**config.mk**
```make
export PLATFORM = sky130hd
export DESIGN_NAME = aphp_top
export DESIGN_NICKNAME = d
export VERILOG_FILES = /design/src/design/aphp_pkg.sv /design/src/design/aphp_sync2.sv /design/src/design/aphp_top.sv
export SDC_FILE = /design/constraint.sdc
export NUM_CORES = 1
export LEC_CHECK = 0
export BUFFER_PORTS_ARGS = -buffer_cell sky130_fd_sc_hd__clkbuf_2
export CAP_MARGIN = 0
export CORE_ASPECT_RATIO = 0.7
export CORE_MARGIN = 2
export CORE_UTILIZATION = 30
export CTS_CLUSTER_SIZE = 16
export DETAILED_ROUTE_END_ITERATION = 6
export PLACE_DENSITY = 0.57
export SYNTH_ARGS = -nofsm -noshare
export SYNTH_HDL_FRONTEND = slang
export SYNTH_HIERARCHICAL = 1
export SYNTH_SLANG_ARGS = --single-unit
```
**constraint.sdc**
```tcl
create_clock -name clk -period 3.16 [get_ports clk]
set_input_delay 0.316 -clock clk [delete_from_list [all_inputs] [get_ports clk]]
set_output_delay 0.316 -clock clk [all_outputs]
set_load 0.01 [all_outputs]
```
**src/design/aphp_pkg.sv**
```systemverilog
// Package for the parallel host port of the sampling converter.
// Assumes one 40 MHz system clock; host pins arrive asynchronously.
package aphp_pkg;
  localparam int APHP_DATA_W = 13;
  localparam int APHP_NARROW_W = 8;
  localparam int APHP_CFG_SYNC_DIR_BIT = 4;
  localparam int APHP_CFG_BUS_WIDTH_BIT = 3;
  localparam logic [12:0] APHP_CFG_RESET = 13'h0000;
  localparam logic [12:0] APHP_NARROW_MASK = 13'h00FF;
  localparam logic [12:0] APHP_WIDE_MASK = 13'h1FFF;
  // Conversion length in ns, and its count of 25 ns cycles
  localparam int APHP_CLK_PERIOD_NS = 25;
  localparam int APHP_CONV_TIME_NS = 3600;
  localparam int APHP_CONV_CYCLES = APHP_CONV_TIME_NS / APHP_CLK_PERIOD_NS;
  localparam int APHP_CNT_W = 8;
  localparam logic [7:0] APHP_CNT_ONE = 8'h01;
  localparam logic [7:0] APHP_CNT_ZERO = 8'h00;
  typedef enum logic [1:0] {APHP_IDLE, APHP_BUSY, APHP_DONE} aphp_state_t;
endpackage

```
**src/design/aphp_sync2.sv**
```systemverilog
// Two-flop synchroniser for one asynchronous level.
// Assumes a single clock and an active-low async reset.
`timescale 1ns/1ps
module aphp_sync2 #(
  parameter logic RESET_VAL = 1'b0
) (
  input wire logic clk,
  input wire logic rst_n,
  input wire logic d,
  output logic q
);
  logic meta_reg;
  // Only the second flop is read outside
  always_ff @(posedge clk or negedge rst_n) begin
    if (!rst_n) begin
      meta_reg <= RESET_VAL;
      q <= RESET_VAL;
    end else begin
      meta_reg <= d;
      q <= meta_reg;
    end
  end
endmodule

```
**src/design/aphp_top.sv**
```systemverilog
// Parallel host port: strobed 13-bit data bus, sync pin, ready output.
// Assumes host pins are asynchronous to clk and the host holds strobes
// for several clk cycles; the converter core is modelled by a counter.
//
// How it works
// - edge select pin sampled once after reset
// - config bit four sets sync pin direction
// - input mode: sync rising edge starts conversion
// - output mode: sync high during conversion
// - config bit three selects 8 or 13 lines
// - line 12 is MSB, line 0 LSB
// - capture data on selected write edge
// - drive data only while read and select low
// - active-low ready pulses for one cycle after conversion end
`timescale 1ns/1ps
module aphp_top
  import aphp_pkg::*;
#(
  parameter int DATA_W = APHP_DATA_W,
  parameter int CONV_CYCLES = APHP_CONV_CYCLES
) (
  input wire logic clk,
  input wire logic arst_n,
  input wire logic cs_n,
  input wire logic rd_n,
  input wire logic wr_n,
  input wire logic write_edge_select_pin,
  input wire logic [DATA_W-1:0] data_in,
  output logic [DATA_W-1:0] data_out,
  output logic [DATA_W-1:0] data_oe,
  input wire logic sync_in,
  output logic sync_out,
  output logic sync_oe,
  output logic rdy_n,
  input wire logic [DATA_W-1:0] result_in,
  output logic [DATA_W-1:0] cfg_word,
  output logic cfg_strobe
);
  logic rst_a_reg, rst_n;
  logic cs_s, rd_s, wr_s, wes_s, sync_s;
  logic wr_act_reg, wes_reg, wes_taken_reg, sync_prev_reg;
  logic [1:0] wes_wait_reg;
  logic [DATA_W-1:0] din_s;
  logic [DATA_W-1:0] cfg_reg;
  logic [APHP_CNT_W-1:0] cnt_reg;
  aphp_state_t state_reg;
  logic wr_act, wr_rise, wr_fall, take, start, done;

  // Reset release through two flops
  always_ff @(posedge clk or negedge arst_n) begin
    if (!arst_n) begin
      rst_a_reg <= 1'b0;
      rst_n <= 1'b0;
    end else begin
      rst_a_reg <= 1'b1;
      rst_n <= rst_a_reg;
    end
  end

  // Pin synchronisers
  aphp_sync2 #(.RESET_VAL(1'b1)) u_cs (.clk(clk), .rst_n(rst_n),
    .d(cs_n), .q(cs_s));
  aphp_sync2 #(.RESET_VAL(1'b1)) u_rd (.clk(clk), .rst_n(rst_n),
    .d(rd_n), .q(rd_s));
  aphp_sync2 #(.RESET_VAL(1'b1)) u_wr (.clk(clk), .rst_n(rst_n),
    .d(wr_n), .q(wr_s));
  aphp_sync2 #(.RESET_VAL(1'b0)) u_wes (.clk(clk), .rst_n(rst_n),
    .d(write_edge_select_pin), .q(wes_s));
  aphp_sync2 #(.RESET_VAL(1'b0)) u_sy (.clk(clk), .rst_n(rst_n),
    .d(sync_in), .q(sync_s));
  genvar gi;
  generate
    for (gi = 0; gi < DATA_W; gi++) begin : g_din
      aphp_sync2 #(.RESET_VAL(1'b0)) u_d (.clk(clk), .rst_n(rst_n),
        .d(data_in[gi]), .q(din_s[gi]));
    end
  endgenerate

  // Edge select caught once, after its synchroniser has refilled; the
  // flops hold their reset value for two edges after release
  always_ff @(posedge clk or negedge rst_n) begin
    if (!rst_n) begin
      wes_reg <= 1'b0;
      wes_taken_reg <= 1'b0;
      wes_wait_reg <= '0;
    end else begin
      wes_wait_reg <= {wes_wait_reg[0], 1'b1};
      if (wes_wait_reg[1] && !wes_taken_reg) begin
        wes_reg <= wes_s;
        wes_taken_reg <= 1'b1;
      end
    end
  end

  // Write window: input buffers live only with write and select low
  assign wr_act = !wr_s && !cs_s;
  assign wr_rise = wr_act_reg && !wr_act;
  assign wr_fall = !wr_act_reg && wr_act;
  assign take = wes_taken_reg && (wes_reg ? wr_fall : wr_rise);

  always_ff @(posedge clk or negedge rst_n) begin
    if (!rst_n) begin
      wr_act_reg <= 1'b0;
    end else begin
      wr_act_reg <= wr_act;
    end
  end

  // Configuration capture, MSB on line 12
  always_ff @(posedge clk or negedge rst_n) begin
    if (!rst_n) begin
      cfg_reg <= APHP_CFG_RESET;
      cfg_word <= APHP_CFG_RESET;
      cfg_strobe <= 1'b0;
    end else begin
      cfg_strobe <= take;
      if (take) begin
        cfg_reg <= din_s;
        cfg_word <= din_s;
      end
    end
  end

  // Sync edge detect in input mode
  always_ff @(posedge clk or negedge rst_n) begin
    if (!rst_n) begin
      sync_prev_reg <= 1'b0;
    end else begin
      sync_prev_reg <= sync_s;
    end
  end
  assign start = cfg_reg[APHP_CFG_SYNC_DIR_BIT] ?
    (sync_s && !sync_prev_reg) : take;
  assign done = (cnt_reg == APHP_CNT_ONE);

  // Conversion sequencer
  always_ff @(posedge clk or negedge rst_n) begin
    if (!rst_n) begin
      state_reg <= APHP_IDLE;
      cnt_reg <= APHP_CNT_ZERO;
    end else begin
      case (state_reg)
        APHP_IDLE: begin
          if (start) begin
            state_reg <= APHP_BUSY;
            cnt_reg <= APHP_CNT_W'(CONV_CYCLES);
          end
        end
        APHP_BUSY: begin
          cnt_reg <= cnt_reg - APHP_CNT_ONE;
          if (done) begin
            state_reg <= APHP_DONE;
          end
        end
        APHP_DONE: begin
          state_reg <= APHP_IDLE;
        end
        default: begin
          state_reg <= APHP_IDLE;
        end
      endcase
    end
  end

  // Sync pin drive and ready indicator
  always_ff @(posedge clk or negedge rst_n) begin
    if (!rst_n) begin
      sync_out <= 1'b0;
      sync_oe <= 1'b0;
      rdy_n <= 1'b1;
    end else begin
      sync_oe <= !cfg_reg[APHP_CFG_SYNC_DIR_BIT];
      sync_out <= !cfg_reg[APHP_CFG_SYNC_DIR_BIT] &&
        (state_reg == APHP_BUSY) && !done;
      rdy_n <= !(state_reg == APHP_DONE);
    end
  end

  // Read drive with width mask
  always_ff @(posedge clk or negedge rst_n) begin
    if (!rst_n) begin
      data_out <= '0;
      data_oe <= '0;
    end else if (!rd_s && !cs_s && !wr_act) begin
      data_out <= result_in;
      data_oe <= cfg_reg[APHP_CFG_BUS_WIDTH_BIT] ?
        APHP_WIDE_MASK : APHP_NARROW_MASK;
    end else begin
      data_oe <= '0;
    end
  end
endmodule

```
==> flow_metrics.py, run 1 <==
metrics = {
    "outcome": {
        "status": "finished clean",
    },
    "yosys": {
        "synth_top_cell_by_area": "dfrtp_1",
        "synth_adder_area_share_pct": 0.832,
        "synth_top_family_by_area": "multiplexers",
        "ys_ff_latch": 86,
        "synth_common_cells": "dfrtp_1 (79), mux2_2 (18), buf_4 (11)",
        "yosys.area.top_type_share_pct": 65.7,
        "yosys.area_share.xor_xnor_pct": 0.291,
        "yosysWarnings": 6,
        "synth_area_leaders": "dfrtp_1 (66%), mux2_2 (6.7%), dfstp_2 (6.1%)",
        "synth.avg_cell_area_um2": 16.0,
        "synthCells": 188,
        "ys_seq_area_share_pct": 71.8,
        "synth_edf_count": 0,
        "synthArstFlopShare_pct": 100,
        "synthMostInstantiatedCell": "dfrtp_1",
        "synth_compound_area_share_pct": 3.87,
        "synth_area_um2": 3010,
        "synth_ff_type": "dfrtp_1",
        "synth_cell_types": 43,
        "synthSimpleGateAreaFrac_pct": 7.11,
        "synth_mux_area_share_pct": 11.6,
    },
    "power_and_ir_drop": {
        "pwr_density_cell_nw_per_um2": 806,
        "power.leakage_nw": 1.83,
        "vdd_drop_max_mv": 0.281,
    },
    "floorplan": {
        "num_rows": 30,
        "die_area_um2": 10900,
        "die_height_um": 87.8,
        "die-width_um": 124,
        "pin_count": 76,
        "start_util_pct": 31.0,
        "core_um2": 9720,
    },
    "timing": {
        "hold_violations": 0,
        "drv_slew": 0,
        "setup_violations": 0,
        "tightest_slew_ps": 1050,
        "rsz0062_at_grt": "no",
        "clock.fmax_ghz": 0.581,
        "worst_slack_ps": 1440,
        "tns_ps": 0,
        "clock_skew_ps": 5.15,
        "fin_crit_sh_pct": 54.5,
        "slew_headroom_pct": 30.1,
        "timing.final.crit_period_ps": 1720,
    },
    "setup_path": {
        "start_kind": "flop",
        "worst_path_max_delay_cell": "dfrtp_1",
        "critPathBufInv": 0,
        "path_class": "reg -> reg",
        "crit_family": "simple AND/OR/NAND/NOR gates",
        "worstPathRequired_ps": 3360,
        "critPathArrivalTime_ps": 1930,
        "cp-end-kind": "flop",
        "cp_max_fo": 8,
        "cp_cell_sequence": "nor2b_1 > nand2_1 > o31a_1 > or3_1",
        "max_stage_delay_ps": 420,
    },
    "global_routing": {
        "grt_usage_pct": 9.84,
        "grt_pass1_vias": 1651,
        "grt_max_degree": 85,
        "antenna_found_initial": 0,
        "grt_overflow": 0,
        "grt_pass1_wl_um": 7970,
    },
    "clock_tree": {
        "worstSkewPairLatency_ps": 330,
        "cts.sinks": 86,
        "cts_root_buf": "clkbuf_16",
        "cts_tree": "built",
        "htree_levels": 3,
        "clk_pin_slew_ps": 60,
        "numCtsBuffers": 9,
        "clockBufferDepth": 2,
    },
    "routing": {
        "antenna_left": 0,
        "wl_per_cell_um": 12.2,
        "via_per_inst": 4.09,
        "vias": 1618,
        "remaining_drc_errors": 0,
        "dr.pass1.iters": 4,
        "drtIter0Drc": 83,
        "wirelength_um": 4850,
    },
    "cells_and_area": {
        "drive_above_1_share_pct": 51.5,
        "n_antenna_cell": 0,
        "syn_to_final_growth_pct": 26.2,
        "fill_cells": 936,
        "nets": 298,
    },
    "place": {
        "portBuffers": 75,
        "place_ws_ps": 1450,
        "hpwl_um": 3360,
        "routabilityCongestion": 0.773,
    },
    "min_path": {
        "hp-class": "in -> reg",
    },
    "job": {
        "maxCapViolCount": 0,
    },
}
cells by family after synthesis:
| kind of cell | count (synthesis) |
|---|---|
| compound gates | 15 |
| xor+xnor | 1 |
| fa+ha+maj | 2 |
| buf+inv | 21 |
| flops | 86 |
| mux | 28 |
| other cells | 1 |
| simple gates | 34 |
path summary, 6_finish.rpt:
check | from | endpoint | slack, ps | cells after the start
setup / recovery | state_reg[1]$_DFFE_PN0P_ | cnt_reg[4]$_DFFE_PN0P_ | 1440 | 4
hold / removal | wr_n | u_wr/meta_reg$_DFF_PN1_ | 60 | 1
setup reg to reg | state_reg[1]$_DFFE_PN0P_ | cnt_reg[4]$_DFFE_PN0P_ | 1440 | 4
hold reg to reg | g_din[3].u_d/meta_reg$_DFF_PN0_ | g_din[3].u_d/q$_DFF_PN0_ | 340 | 0
max in group asynchronous | rst_n$_DFF_PN0_ | data_out[6]$_DFFE_PN0N_ | 1960 | 0
min in group asynchronous | arst_n | rst_n$_DFF_PN0_ | 300 | 2
placed cells by master (no fill, tap or decap), types with 3 or more instances in the layout:
| cell type | count |
|---|---|
| dfstp_2 | 7 |
| clkbuf_2 | 75 |
| nand2_1 | 3 |
| clkbuf_16 | 9 |
| mux2_4 | 9 |
| a21oi_1 | 3 |
| and3_1 | 3 |
| dfrtp_1 | 78 |
| nor2_1 | 6 |
| mux2_2 | 18 |
| inv_1 | 7 |
| nor2b_1 | 4 |
layout make-up:
class	count	area, um^2	share of cell area, %
Sequential cell	86	2160	57.0
Multi-Input combinational cell	82	719	18.9
Timing Repair Buffer	77	393	10.3
Clock buffer	11	253	6.66
Tap cell	128	160	4.22
Clock inverter	5	81.3	2.14
Inverter	7	26.3	0.692
report_power, final:
part	switching, mW	total (mW)	leakage [nW]	internal [mW]
registers	0.147	1.42	1.00	1.28
logic	0.232	0.501	0.664	0.269
clock network	0.404	1.14	0.162	0.735
total	0.783	3.06	1.83	2.28
per-stage QoR:
| stage | cell area [um^2] | std cells | utilization (%) | hold slack, ps | power, mW |
|---|---|---|---|---|---|
| CTS | 3800 | 396 | 39.1 | 44.9 | 3.11 |
| detailed placement | 3450 | 379 | 35.5 | 107 | 1.95 |
| finish | 3800 | 396 | 39.1 | 63.9 | 3.06 |
| global placement | 3450 | 379 | 35.5 | 101 | 1.94 |
| global route | 3800 | 396 | 39.1 | 47.6 | 3.23 |
| floorplan | 3010 | 189 | - | 20.4 | 1.76 |
worst reg2reg max path: cells and delay by family, from the launching register on:
kind	cells	cell delay, ps
flip-flops	1	420
AO/OA/AOI/OAI	1	270
AND/OR/NAND/NOR	3	910
what timing repair did:
action / in CTS / in global routing
hold buffers: 1 / 0
gates resized for setup: 0 / 0
hold endpoints to repair: 2 / 0
setup buffers: 0 / 0
routing by layer:
layer | wire length (um) | GRT usage (%) | vias up
met5 | 0 | 0 | -
met4 | 97 | 4.55 | 0
met3 | 367 | 4.95 | 12
met2 | 2100 | 13.5 | 48
met1 | 2280 | 12.9 | 788
li1 | - | - | 770
(Power assumes the default switching activity.)
==> run 2: changes to the inputs <==
--- a/config.mk
+++ b/config.mk
@@ -12,7 +12,7 @@
 export CORE_UTILIZATION = 30
 export CTS_CLUSTER_SIZE = 16
 export DETAILED_ROUTE_END_ITERATION = 6
-export PLACE_DENSITY = 0.57
+export PLACE_DENSITY = 0.59
 export SYNTH_ARGS = -nofsm -noshare
 export SYNTH_HDL_FRONTEND = slang
 export SYNTH_HIERARCHICAL = 1
==> constraint.sdc (replaced) <==
create_clock -name clk -period 1.5 [get_ports clk]
set_input_delay 0.15 -clock clk [delete_from_list [all_inputs] [get_ports clk]]
set_output_delay 0.15 -clock clk [all_outputs]
set_load 0.01 [all_outputs]
==> flow_metrics.py, run 2 (synthesized netlist as in run 1, its figures left out) <==
metrics = {
    "outcome": {
        "status": "finished with violations",
        "failed_checks": "setup timing",
    },
    "clock_tree": {
        "clk_pin_slew_ps": 60,
        "numCtsBuffers": 9,
        "cts_root_buf": "clkbuf_16",
        "cts_tree": "built",
        "cts.sinks": 86,
        "clockBufferDepth": 2,
        "worstSkewPairLatency_ps": 330,
        "htree_levels": 3,
    },
    "global_routing": {
        "grt_overflow": 0,
        "grt_usage_pct": 10.7,
        "grt_pass1_vias": 1717,
        "met3_usage_pct": 4.17,
        "grt_pass1_wl_um": 8490,
        "antenna_found_initial": 0,
        "use_met2_pct": 15.7,
        "busiest_layer": "met2",
        "grt_max_degree": 35,
        "grtUsageMet1_pct": 13.9,
    },
    "routing": {
        "remaining_drc_errors": 0,
        "vias": 1817,
        "wl_per_cell_um": 12.6,
        "antenna_left": 0,
        "via_per_inst": 4.21,
        "drtIter0Drc": 61,
        "wirelength_um": 5460,
        "dr.pass1.iters": 3,
    },
    "power_and_ir_drop": {
        "vdd_drop_max_mv": 0.767,
        "sw_frac_of_total_pct": 27.2,
        "p_switching_mw": 1.79,
        "internal-power_mw": 4.81,
        "p_comb_share_pct": 22.6,
        "power.leakage_nw": 2.05,
        "clockPowerShare_pct": 32.9,
        "p_seq_share_pct": 44.5,
        "pwr_density_cell_nw_per_um2": 1560,
        "power_mw": 6.60,
    },
    "floorplan": {
        "pin_count": 76,
        "core_um2": 9720,
        "die_area_um2": 10900,
        "start_util_pct": 31.0,
        "num_rows": 30,
        "die_height_um": 87.8,
        "die-width_um": 124,
    },
    "setup_path": {
        "worstPathRequired_ps": 1720,
        "start_kind": "flop",
        "r2r_start": "u_wr/q$_DFF_PN1_",
        "cp-end-kind": "flop",
        "reg2reg_to": "cfg_reg[5]$_DFFE_PN0P_",
        "path_class": "reg -> reg",
        "r2r_cells": 4,
        "critPathArrivalTime_ps": 1870,
        "cp_max_fo": 7,
        "reg2reg_slack_ps": -150,
    },
    "timing": {
        "timing.final.crit_period_ps": 1650,
        "clock.fmax_ghz": 0.605,
        "rsz0062_at_grt": "yes",
        "hold_violations": 0,
        "fin_crit_sh_pct": 110,
        "drv_slew": 0,
        "clock_skew_ps": 4.81,
        "holdWs_ps": 49.4,
        "setup_violations": 23,
        "worst_slack_ps": -152,
    },
    "place": {
        "place_ws_ps": -178,
        "portBuffers": 75,
        "hpwl_um": 3640,
        "routabilityCongestion": 0.742,
    },
    "cells_and_area": {
        "final_cell_mix": "dfrtp_1 (78), clkbuf_2 (75), mux2_4 (22), dlygate4sd3_1 (19), buf_4 (13)",
        "n_antenna_cell": 0,
        "nets": 334,
        "drive_above_1_share_pct": 52.6,
        "syn_to_final_growth_pct": 40.6,
        "layout_commonest_cell": "dfrtp_1",
    },
    "min_path": {
        "hp-class": "in -> reg",
        "hold_start": "result_in[3]",
        "min_to": "data_out[3]$_DFFE_PN0N_",
        "worstHoldPathCells": 2,
    },
    "job": {
        "maxCapViolCount": 0,
    },
}
## run 2: final cells by class
class                   instances  area (um^2)
clock buffers                   9          225
clock inverters                 7         73.8
fillers                       900         5490
inverters                       7         26.3
multi-input cells              83          835
flip-flops and latches         86         2160
well taps                     128          160
repair buffers                112          746
## run 2: worst max-delay path by stage
stage                           startpoint                     end  slack (ps)  depth (start not counted)
after global routing      u_wr/q$_DFF_PN1_  cfg_reg[5]$_DFFE_PN0P_        -210                          4
after global placement    u_wr/q$_DFF_PN1_  cfg_reg[6]$_DFFE_PN0P_        -140                          4
after detailed placement  u_wr/q$_DFF_PN1_  cfg_reg[6]$_DFFE_PN0P_        -180                          4
final                     u_wr/q$_DFF_PN1_  cfg_reg[5]$_DFFE_PN0P_        -150                          4
after floorplan           u_wr/q$_DFF_PN1_  cfg_reg[1]$_DFFE_PN0P_        -130                          5
after CTS                 u_cs/q$_DFF_PN1_  cfg_reg[6]$_DFFE_PN0P_        -160                          4
## run 2: stage by stage
stage               area [um^2]  utilization (%)  cells  TNS, ps
finish                     4230             43.5    432    -2460
detailed placement         3590             36.9    391    -2200
CTS                        4130             42.4    428    -2290
global placement           3590             36.9    391    -1830
floorplan                  3020                -    189    -1650
global route               4230             43.5    432    -4200
## run 2: power by group through the flow
stage | combinational (mW) | sequential [mW] | clock, mW
floorplan | 0.646 | 3.07 | 0
global placement | 1.30 | 2.93 | 0
detailed placement | 1.33 | 2.95 | 0
CTS | 1.42 | 2.94 | 2.26
global route | 1.64 | 2.99 | 2.37
finish | 1.49 | 2.94 | 2.17
## run 2: what timing repair did
item / 4_1_cts / 5_1_grt
cloned: 1 / 0
setup buffers: 1 / 4
gates resized for setup: 6 / 19
endpoints found under the setup margin: 18 / 28
hold buffers: 19 / 0
hold endpoints to repair: 20 / 0
pin swaps: 5 / 1
## run 2: critical path: stages, from the launching register on
cell and delay, ps:
dfstp_2 370, or4b_4 540, o21ai_4 150, nand2_4 160, mux2_4 320
## run 2: per-layer routing
metal  part of all wire (%)  routed length, um  vias up
li1                       -                  -      853
met4                    1.6                 89        0
met2                     47               2580       43
met1                     46               2520      909
met3                    4.9                269       12
met5                      0                  0        -
==> run 3: changes to the inputs <==
--- a/config.mk
+++ b/config.mk
@@ -12,7 +12,6 @@
 export CORE_UTILIZATION = 30
 export CTS_CLUSTER_SIZE = 16
 export DETAILED_ROUTE_END_ITERATION = 6
-export PLACE_DENSITY = 0.59
 export SYNTH_ARGS = -nofsm -noshare
 export SYNTH_HDL_FRONTEND = slang
 export SYNTH_HIERARCHICAL = 1
==> flow_metrics.py, run 3 (synthesized netlist as in run 1, its figures left out) <==
metrics = {
    "min_path": {
        "hold_start": "result_in[4]",
        "worstHoldPathCells": 2,
        "hp-class": "in -> reg",
        "min_to": "data_out[4]$_DFFE_PN0N_",
    },
    "setup_path": {
        "worstPathRequired_ps": 1720,
        "start_kind": "flop",
        "startpoint": "u_wr/q$_DFF_PN1_",
        "r2r_start": "u_wr/q$_DFF_PN1_",
        "cp_cell_sequence": "or4b_4 > o21ai_4 > nand2_8 > mux2_4",
        "r2r_cells": 4,
        "reg2reg_slack_ps": -120,
        "path_class": "reg -> reg",
        "max_stage_delay_ps": 540,
        "worst_path_max_delay_cell": "or4b_4",
        "cp-end-kind": "flop",
        "critPathArrivalTime_ps": 1840,
        "cp_max_fo": 14,
        "crit_family": "simple AND/OR/NAND/NOR gates",
        "critPathBufInv": 0,
        "reg2reg_to": "cfg_reg[7]$_DFFE_PN0P_",
    },
    "outcome": {
        "status": "finished with violations",
        "failed_checks": "setup timing",
    },
    "clock_tree": {
        "cts_root_buf": "clkbuf_16",
        "numCtsBuffers": 9,
        "clk_pin_slew_ps": 60,
        "clockBufferDepth": 2,
        "cts_tree": "built",
        "worstSkewPairLatency_ps": 330,
        "cts.sinks": 86,
        "htree_levels": 3,
    },
    "global_routing": {
        "grt_pass1_wl_um": 8220,
        "antenna_found_initial": 0,
        "grt_overflow": 0,
        "grt_pass1_vias": 1745,
        "grt_max_degree": 34,
        "grt_usage_pct": 10.3,
    },
    "routing": {
        "vias": 1794,
        "remaining_drc_errors": 0,
        "antenna_left": 0,
        "wl_met2_um": 2470,
        "wirelength_um": 5260,
        "drtIter0Drc": 73,
        "wl_met1_um": 2470,
        "dr.max_layer_used": "met4",
        "via_per_inst": 4.20,
        "wl_met3_um": 249,
        "wl_per_cell_um": 12.3,
        "dr.pass1.iters": 4,
    },
    "cells_and_area": {
        "fin_util_pct": 43.6,
        "drive_above_1_share_pct": 52.2,
        "n_antenna_cell": 0,
        "final_cell_mix": "dfrtp_1 (78), clkbuf_2 (75), mux2_4 (22), dlygate4sd3_1 (19), buf_4 (10)",
        "nets": 329,
        "syn_to_final_growth_pct": 41.0,
        "stdcell_count": 427,
        "layout_commonest_cell": "dfrtp_1",
    },
    "power_and_ir_drop": {
        "clockPowerShare_pct": 36.9,
        "pwr_density_cell_nw_per_um2": 1640,
        "p_switching_mw": 1.76,
        "power.leakage_nw": 2.04,
        "vdd_drop_max_mv": 0.741,
        "power_mw": 6.97,
        "p_seq_share_pct": 41.8,
        "internal-power_mw": 5.21,
        "p_comb_share_pct": 21.3,
        "sw_frac_of_total_pct": 25.2,
    },
    "timing": {
        "setup_violations": 29,
        "worst_slack_ps": -123,
        "fin_crit_sh_pct": 108,
        "clock_skew_ps": 2.94,
        "drv_slew": 0,
        "timing.final.crit_period_ps": 1620,
        "clock.fmax_ghz": 0.616,
        "rsz0062_at_grt": "yes",
        "hold_violations": 0,
    },
    "place": {
        "place_ws_ps": -167,
        "routabilityCongestion": 0.822,
        "portBuffers": 75,
        "numPlacedInstances": 389,
        "hpwl_um": 3640,
    },
    "floorplan": {
        "die-width_um": 124,
        "pin_count": 76,
        "die_area_um2": 10900,
        "num_rows": 30,
        "start_util_pct": 31.0,
        "die_height_um": 87.8,
        "core_um2": 9720,
    },
    "job": {
        "maxCapViolCount": 0,
    },
}
run 3: cell count changes in the layout (fill, tap and decap cells not counted), sizes merged:
cell	before	now
buf	18	14
bufinv	1	3
clkbuf	84	86
clkinv	4	0
clkinvlp	1	2
inv	8	7
nand2	5	4
run 3: metrics by stage:
step | cell area (um^2) | hold WS [ps] | setup TNS, ps
4_1_cts | 4160 | 30.4 | -2540
6_report | 4240 | 51.1 | -1700
3_5_place_dp | 3570 | -60.8 | -2230
5_1_grt | 4240 | 33.1 | -3020
2_1_floorplan | 3020 | -146 | -1650
3_3_place_gp | 3570 | -62.7 | -1710
run 3: worst reg2reg max path, cell delays in order, from the launching register on:
cell	delay, ps
dfstp_2	370
or4b_4	540
o21ai_4	120
nand2_8	150
mux2_4	330
run 3: worst max path at each step:
stage | end | slack [ps] | cells past startpoint
floorplan | cfg_reg[1]$_DFFE_PN0P_ | -130 | 5
global placement | cfg_reg[7]$_DFFE_PN0P_ | -130 | 4
detailed placement | cfg_reg[3]$_DFFE_PN0P_ | -170 | 4
CTS | cfg_reg[7]$_DFFE_PN0P_ | -130 | 4
global route | cfg_reg[7]$_DFFE_PN0P_ | -160 | 4
finish | cfg_reg[7]$_DFFE_PN0P_ | -120 | 4
run 3: layout make-up:
class,instances,area (um^2)
fill,892,5480
sequential,86,2160
multi-input combinational,82,822
timing repair buffer,108,712
clock buffer,11,253
tap,128,160
clock inverter,5,105
inverter,7,26.3
run 3: repair_timing:
| item | CTS | global route |
|---|---|---|
| pin swaps | 3 | 0 |
| buffers inserted | 1 | 2 |
| endpoints found under the hold margin | 20 | 0 |
| cloned | 0 | 0 |
| hold buffers | 19 | 0 |
| gates resized for setup | 7 | 17 |
| endpoints found under the setup margin | 17 | 34 |
run 3: per-layer routing:
layer,global-route usage (%),vias up
met1,13.5,908
met4,4.96,0
met5,0,-
met3,4.30,7
met2,14.8,43
li1,-,836
run 3: power groups by stage:
| stage | combinational (mW) | sequential [mW] | clock [mW] |
|---|---|---|---|
| after floorplan | 0.646 | 3.07 | 0 |
| after CTS | 1.36 | 2.92 | 2.67 |
| final | 1.48 | 2.92 | 2.57 |
| after detailed placement | 1.30 | 2.96 | 0 |
| after global routing | 1.66 | 2.97 | 2.75 |
| after global placement | 1.28 | 2.95 | 0 |
